===== config.mk =====
export PLATFORM = sky130hd
export DESIGN_NAME = periph_clock_and_fsm_timing_ctrl
export DESIGN_NICKNAME = d
export VERILOG_FILES = /design/src/clk_div_gen.v /design/src/periph_clock_and_fsm_timing_ctrl.v
export VERILOG_INCLUDE_DIRS = /design/src
export SDC_FILE = /design/constraint.sdc
export NUM_CORES = 1
export LEC_CHECK = 0
export BUFFER_PORTS_ARGS = -buffer_cell sky130_fd_sc_hd__buf_2
export CAP_MARGIN = 20
export CELL_PAD_IN_SITES_DETAIL_PLACEMENT = 1
export CELL_PAD_IN_SITES_GLOBAL_PLACEMENT = 1
export CORE_MARGIN = 2
export CORE_UTILIZATION = 51
export CTS_CLUSTER_SIZE = 30
export DETAILED_ROUTE_END_ITERATION = 10
export GPL_TIMING_DRIVEN = 1
export PLACE_DENSITY_LB_ADDON = 0.3
export SLEW_MARGIN = 0
export SYNTH_ARGS = -nofsm -noshare
export SYNTH_HDL_FRONTEND = slang
export SYNTH_SLANG_ARGS = --single-unit

===== constraint.sdc =====
create_clock -name core_clk_i -period 3.3 [get_ports core_clk_i]
set_input_delay 0.33 -clock core_clk_i [delete_from_list [all_inputs] [get_ports core_clk_i]]
set_output_delay 0.33 -clock core_clk_i [all_outputs]
set_load 0.05 [all_outputs]

===== src/clk_fsm_ctrl_regs.vh =====
`ifndef CLK_FSM_CTRL_REGS_VH
`define CLK_FSM_CTRL_REGS_VH
// Clock source select codes
`define SRC_FAST_INT    2'h0
`define SRC_PLL         2'h1
`define SRC_SLOW_INT    2'h2
`define SRC_FAST_EXT    2'h3
// Validate mask bit positions
`define VAL_SLOT0       0
`define VAL_SLOT1       1
`define VAL_SLOT2       2
`define VAL_SLOT3       3
`define VAL_DITHER      4
// Counts and widths
`define NUM_FSM         6
`define TIME_W          16
`define DITHER_W        8
`define CONV_DIV_RST    8'h00
`define WAKE_DIV_MAX    4'h8
`define FSM_PRE_RST     3'h0
`define TIME_RST        16'h0000
`endif


===== src/clk_div_gen.v =====
`timescale 1ns/1ps
`include "clk_fsm_ctrl_regs.vh"
module clk_div_gen (
  // Clock and reset
  input  wire       core_clk_i,
  input  wire       nrst_i,
  // Source ticks and selection
  input  wire [3:0] src_tick_i,
  input  wire [1:0] src_sel_i,
  input  wire [7:0] div_i,
  // Output tick
  output reg        tick_o
);
  reg  [7:0] cnt;
  wire       src_tick;

  assign src_tick = src_tick_i[src_sel_i];

  always @(posedge core_clk_i or negedge nrst_i) begin
    if (!nrst_i) begin
      cnt    <= 8'h00;
      tick_o <= 1'b0;
    end else begin
      tick_o <= 1'b0;
      if (src_tick) begin
        if (cnt >= div_i) begin
          cnt    <= 8'h00;
          tick_o <= 1'b1;
        end else begin
          cnt <= cnt + 8'h01;
        end
      end
    end
  end
endmodule // clk_div_gen


===== src/periph_clock_and_fsm_timing_ctrl.v =====
// Contract
// - Converter clock source from four oscillators
// - Converter clock is source over n+1
// - Wakeup clock divides converter by 2^k, k clamped to 8
// - Each machine selects its own source
// - Each machine prescaler divides by 2^k
// - Start command runs one machine only
// - Stop command halts one machine only
// - Four 16-bit time slots per machine
// - Pending validation refuses writes and validates
// - Validation copies times into shadows
// - One validation takes any slot mask
// - One software trigger flag per machine
// - Software trigger acts like hardware event
`timescale 1ns/1ps
`include "clk_fsm_ctrl_regs.vh"
module periph_clock_and_fsm_timing_ctrl (
  // Clock and reset
  input  wire        core_clk_i,
  input  wire        nrst_i,
  // Oscillator ticks: fast_int, pll, slow_int, fast_ext
  input  wire        fast_internal_osc_i,
  input  wire        pll_i,
  input  wire        slow_internal_osc_i,
  input  wire        fast_external_osc_i,
  // Converter and wakeup clock config
  input  wire [1:0]  conv_src_sel_i,
  input  wire [7:0]  conv_div_i,
  input  wire [3:0]  auto_wakeup_unit_div_i,
  // Machine clock config, 2 and 3 bits per machine
  input  wire [11:0] fsm_src_sel_i,
  input  wire [17:0] fsm_prescale_i,
  // Run control, one bit per machine
  input  wire [5:0]  fsm_start_i,
  input  wire [5:0]  fsm_stop_i,
  // Time slot write
  input  wire        time_wr_i,
  input  wire [2:0]  time_wr_fsm_i,
  input  wire [1:0]  time_wr_slot_i,
  input  wire [15:0] time_wr_data_i,
  input  wire        dither_wr_i,
  input  wire [7:0]  dither_wr_data_i,
  // Validation request
  input  wire        validate_i,
  input  wire [2:0]  validate_fsm_i,
  input  wire [4:0]  validate_mask_i,
  // Software event triggers
  input  wire [5:0]  software_event_trigger_i,
  // Hardware event inputs to the connection matrix
  input  wire [5:0]  hw_event_i,
  // Clock ticks
  output wire        conv_clk_tick_o,
  output reg         wake_clk_tick_o,
  output wire [5:0]  fsm_clk_tick_o,
  // Machine status
  output reg  [5:0]  fsm_running_o,
  output reg  [5:0]  validate_pending_o,
  output reg         time_wr_ok_o,
  output reg         validate_ok_o,
  // Shadow time values, machine m slot s at [(m*4+s)*16 +: 16]
  output reg  [383:0] shadow_time_o,
  output reg  [47:0]  shadow_dither_o,
  // Machine event inputs after software triggers merge
  output reg  [5:0]  fsm_event_o
);
  wire [3:0] osc_ticks;
  reg  [8:0] wake_cnt;
  wire [8:0] wake_mask;
  wire [5:0] src_tick;
  reg  [15:0] time_work [0:23];
  reg  [7:0]  dither_work [0:5];
  reg  [4:0]  pend_mask [0:5];
  reg  [5:0]  sw_flag;
  integer     i;
  integer     s;
  genvar      g;

  assign osc_ticks = {fast_external_osc_i, slow_internal_osc_i,
                      pll_i, fast_internal_osc_i};

  // Wakeup divide mask: 2^k - 1
  function [8:0] pow2_mask;
    input [3:0] k;
    begin
      pow2_mask = (9'h001 << k) - 9'h001;
    end
  endfunction

  // Settings above eight clamp to divide-by-256
  function [3:0] clamp_wake;
    input [3:0] k;
    begin
      clamp_wake = (k > `WAKE_DIV_MAX) ? `WAKE_DIV_MAX : k;
    end
  endfunction

  // Index names one of the six machines
  function fsm_ok;
    input [2:0] idx;
    begin
      fsm_ok = (idx < 3'h6);
    end
  endfunction

  assign wake_mask = pow2_mask(clamp_wake(auto_wakeup_unit_div_i));

  clk_div_gen u_conv_div (
    .core_clk_i (core_clk_i),
    .nrst_i     (nrst_i),
    .src_tick_i (osc_ticks),
    .src_sel_i  (conv_src_sel_i),
    .div_i      (conv_div_i),
    .tick_o     (conv_clk_tick_o)
  );

  always @(posedge core_clk_i or negedge nrst_i) begin
    if (!nrst_i) begin
      wake_cnt        <= 9'h000;
      wake_clk_tick_o <= 1'b0;
    end else begin
      wake_clk_tick_o <= 1'b0;
      if (conv_clk_tick_o) begin
        if ((wake_cnt & wake_mask) == wake_mask) begin
          wake_cnt        <= 9'h000;
          wake_clk_tick_o <= 1'b1;
        end else begin
          wake_cnt <= wake_cnt + 9'h001;
        end
      end
    end
  end

  // Per-machine source select, then power-of-two prescaler
  generate
    for (g = 0; g < 6; g = g + 1) begin : g_fsm
      reg  [6:0] cnt;
      reg        tick;
      wire [8:0] mask;
      assign src_tick[g] = osc_ticks[fsm_src_sel_i[g*2 +: 2]];
      assign mask = pow2_mask({1'b0, fsm_prescale_i[g*3 +: 3]});
      assign fsm_clk_tick_o[g] = tick;
      always @(posedge core_clk_i or negedge nrst_i) begin
        if (!nrst_i) begin
          cnt  <= 7'h00;
          tick <= 1'b0;
        end else begin
          tick <= 1'b0;
          if (src_tick[g]) begin
            if ((cnt & mask[6:0]) == mask[6:0]) begin
              cnt  <= 7'h00;
              tick <= 1'b1;
            end else begin
              cnt <= cnt + 7'h01;
            end
          end
        end
      end
    end
  endgenerate

  always @(posedge core_clk_i or negedge nrst_i) begin
    if (!nrst_i) begin
      fsm_running_o      <= 6'h00;
      validate_pending_o <= 6'h00;
      time_wr_ok_o       <= 1'b0;
      validate_ok_o      <= 1'b0;
      shadow_time_o      <= 384'h0;
      shadow_dither_o    <= 48'h0;
      sw_flag            <= 6'h00;
      fsm_event_o        <= 6'h00;
      for (i = 0; i < 24; i = i + 1)
        time_work[i] <= `TIME_RST;
      for (i = 0; i < 6; i = i + 1) begin
        dither_work[i] <= 8'h00;
        pend_mask[i]   <= 5'h00;
      end
    end else begin
      // Start wins over stop on the same machine
      fsm_running_o <= (fsm_running_o & ~fsm_stop_i) | fsm_start_i;
      time_wr_ok_o  <= 1'b0;
      validate_ok_o <= 1'b0;
      // Shadow transfer on the machine's next clock tick
      for (i = 0; i < 6; i = i + 1) begin
        if (validate_pending_o[i] && fsm_clk_tick_o[i]) begin
          for (s = 0; s < 4; s = s + 1)
            if (pend_mask[i][s])
              shadow_time_o[(i*4+s)*16 +: 16] <= time_work[i*4+s];
          if (pend_mask[i][`VAL_DITHER])
            shadow_dither_o[i*8 +: 8] <= dither_work[i];
          validate_pending_o[i] <= 1'b0;
          pend_mask[i]          <= 5'h00;
        end
      end
      if (time_wr_i && fsm_ok(time_wr_fsm_i)) begin
        if (!validate_pending_o[time_wr_fsm_i]) begin
          time_work[time_wr_fsm_i*4 + time_wr_slot_i] <= time_wr_data_i;
          time_wr_ok_o <= 1'b1;
        end
      end
      if (dither_wr_i && fsm_ok(time_wr_fsm_i)) begin
        if (!validate_pending_o[time_wr_fsm_i]) begin
          dither_work[time_wr_fsm_i] <= dither_wr_data_i;
          time_wr_ok_o <= 1'b1;
        end
      end
      // Request during a completing transfer is refused, pending still set
      if (validate_i && fsm_ok(validate_fsm_i) &&
          !validate_pending_o[validate_fsm_i]) begin
        pend_mask[validate_fsm_i]          <= validate_mask_i;
        validate_pending_o[validate_fsm_i] <= 1'b1;
        validate_ok_o                      <= 1'b1;
      end
      // Trigger flag holds until the machine's clock sees it
      sw_flag     <= (sw_flag & ~fsm_clk_tick_o) | software_event_trigger_i;
      fsm_event_o <= hw_event_i | sw_flag | software_event_trigger_i;
    end
  end
endmodule // periph_clock_and_fsm_timing_ctrl


==> impl_metrics.json <==
{
  "placement_rows": 102,
  "place_area_um2": 43500,
  "worstHoldPathCells": 2,
  "p_total_w": 0.0357,
  "path_class": "register to register",
  "avgSynthCellArea_um2": 15.1,
  "drtPass1Iterations": 4,
  "fin_hold_ws_ns": 0.0292,
  "drc": 0,
  "worstMarginPinSlew_ns": 1.08,
  "endpoint_kind": "register",
  "synth_nets": 2756,
  "reg2reg_depth": 5,
  "timing.final.crit_period_ns": 2.36,
  "grt_pass1_wl_mm": 182,
  "start_kind": "register",
  "synth.top_cells.by_count": "dfrtp_1 (986), mux2_2 (772), nand2_1 (148)",
  "final_cell_area_um2": 47400,
  "cp.required_ns": 3.83,
  "setup-tns-final_ns": 0,
  "setup_viol": 0,
  "clk_path_buf_depth": 3,
  "cp_max_fo": 16,
  "initial_core_util": 0.513,
  "htreeDepth": 3,
  "filler_cell_count": 7350,
  "regArea_um2": 24700,
  "globalRouteOverflowTotal": 0,
  "async_flop_share": 1.00,
  "numCtsBuffers": 101,
  "cts_resized": 0,
  "synth_cell_types": 67,
  "gp_congestion": 0.826,
  "grt_use_total": 0.307,
  "synth_area_um2": 39500,
  "antenna_found_initial": 10,
  "ir_worst_vdd_uv": 468,
  "drive_above_1_share": 0.508,
  "final_max_slew_viol_count": 0,
  "routed_via_density": 5.68,
  "yosysWarnings": 0,
  "numClockSinks": 986,
  "layout.nets": 3392,
  "die_h_um": 282,
  "worstHoldStart": "dither_wr_data_i[0]",
  "hold_class": "input port to register",
  "cts_root_buffer": "clkbuf_16",
  "rsz0062_at_grt": "false",
  "synthCells": 2619,
  "finalHoldViolCount": 0,
  "max_freq_mhz": 423,
  "dr_total_vias": 24874,
  "coreArea_um2": 77100,
  "power_leakage_nw": 25.4,
  "multi_input_area_um2": 14100,
  "worst_ep_arrival_time_ns": 2.89,
  "status": "finished, final reports clean",
  "grt_max_degree": 101,
  "power.density_nw_per_um2": 754,
  "yosys.area.top_type_share": 0.624,
  "clk_pin_slew_ns": 0.07,
  "die_w_um": 282,
  "antenna_left": 0,
  "io_pins": 574,
  "clkLatencyLatePin_ns": 0.68,
  "timing.rr.start": "validate_pending_o[1]",
  "dpl.hpwl_mm": 81.1,
  "fin_skew_ns": 0.0378,
  "synth_seq_cells": 986,
  "synth-main-ff-cell": "dfrtp_1",
  "relSlewSlack": 0.276,
  "synth_edf_count": 0,
  "wl_mm": 123,
  "wl_per_cell_um": 28.0,
  "max-cap-violations": 0,
  "yosys.area.top_type": "dfrtp_1",
  "cts_tree": "built",
  "postCtsSetupBuffers": 0,
  "grt_pass1_vias": 28020,
  "area_growth_pct": 19.9,
  "dieArea_um2": 79800,
  "period_share": 0.716,
  "drt_iter0_markers": 1353,
  "crit_path_start": "validate_pending_o[1]",
  "synth-seq-area-share": 0.624,
  "yosys-top-cells-area": "dfrtp_1 (62%), mux2_2 (22%), mux2_4 (3.4%), nand2_1 (1.4%), ha_1 (0.73%)",
  "yosysMostFrequentCell": "dfrtp_1",
  "io_buffers": 573
}
-- final cells by class --
type	count	area share
sequential	986	0.520
multi-input combinational	1474	0.297
timing repair buffer	646	0.0773
clock buffer	146	0.0624
tap	1040	0.0274
clock inverter	41	0.0121
inverter	46	0.00364
antenna	4	0.000211
-- metal layers --
layer | global-route usage | vias to the layer above | wire, um
met4 | 0.145 | 8 | 5830
met5 | 0 | - | 54
met2 | 0.527 | 749 | 61900
met1 | 0.366 | 13334 | 47300
met3 | 0.0697 | 284 | 7430
li1 | - | 10499 | -
-- through the flow --
| stage | instances | worst slack (ns) | utilization |
|---|---|---|---|
| 6_report | 4383 | 0.939 | 0.615 |
| 5_1_grt | 4382 | 0.790 | 0.615 |
| 4_1_cts | 4378 | 0.912 | 0.615 |
| 3_5_place_dp | 4151 | 0.592 | 0.564 |
| 3_3_place_gp | 4151 | 0.755 | 0.564 |
| 2_1_floorplan | 2619 | 1.20 | - |
-- cells by family after synthesis --
logic type | after synthesis | synth area share
DFF | 986 | 0.624
buffers and inverters | 159 | 0.0201
xor gates and xnor gates | 41 | 0.00908
and+or+nand+nor | 400 | 0.0544
muxes | 898 | 0.265
AOI/OAI and AO/OA | 112 | 0.0195
adders and majority gates | 23 | 0.00728
-- sequential cells by signal, indices dropped and copies added (netlist names), 6 cells and up --
name and flops:
shadow_time_o 384, time_work 384, dither_work 48, shadow_dither_o 48
g_fsm.cnt 42, pend_mask 30, u_conv_div.cnt 8, wake_cnt 8
fsm_event_o 6, fsm_running_o 6, g_fsm.tick 6, sw_flag 6
validate_pending_o 6
-- report_power, final --
part	internal, W	switching (W)
clock	0.00712	0.00496
sequential	0.0145	0.00181
combinational	0.00271	0.00466
-- final timing paths --
path	slack, ns	to
hold reg to reg	0.49	shadow_dither_o[37]
setup / recovery	0.94	shadow_time_o[84]
max in group asynchronous	1.75	shadow_time_o[121]
hold / removal	0.03	dither_work[24]
setup reg to reg	0.94	shadow_time_o[84]
min in group asynchronous	0.25	time_work[251]
-- repair_timing --
item,in CTS,in global routing
hold endpoints to repair,96,0
endpoints found under the setup margin,0,0
hold buffers,40,0
-- cell usage in the layout, fill, tap and decap left out, drive strengths merged, types with 3 or more instances in the layout --
cell type	count
nand3	26
xnor2	13
nand2b	11
dfrtp	986
clkbuf	147
nand3b	4
xor2	28
a31oi	7
nor3	25
mux2	866
o21ai	31
nor2b	17
dlygate4sd3	40
clkinvlp	5
and2	4
nand4	21
mux4	7
nor2	79
a21o	15
inv	50
or3	15
buf	605
clkinv	21
o221ai	7
o31ai	6
nor4	3
nand2	166
and3	13
nor4b	4
o311ai	13
or3b	6
diode	4
mux2i	25
a22o	4
a21oi	15
ha	23
o2bb2a	5
bufinv	11
-- worst max-delay path: stages, from the launching register on --
cell	delay (ns)
dfrtp_1	0.34
buf_4	0.20
inv_1	0.07
nor2_1	0.47
nand2_1	0.65
mux2_2	0.50
No activity file was read; power rests on OpenSTA's default activity.
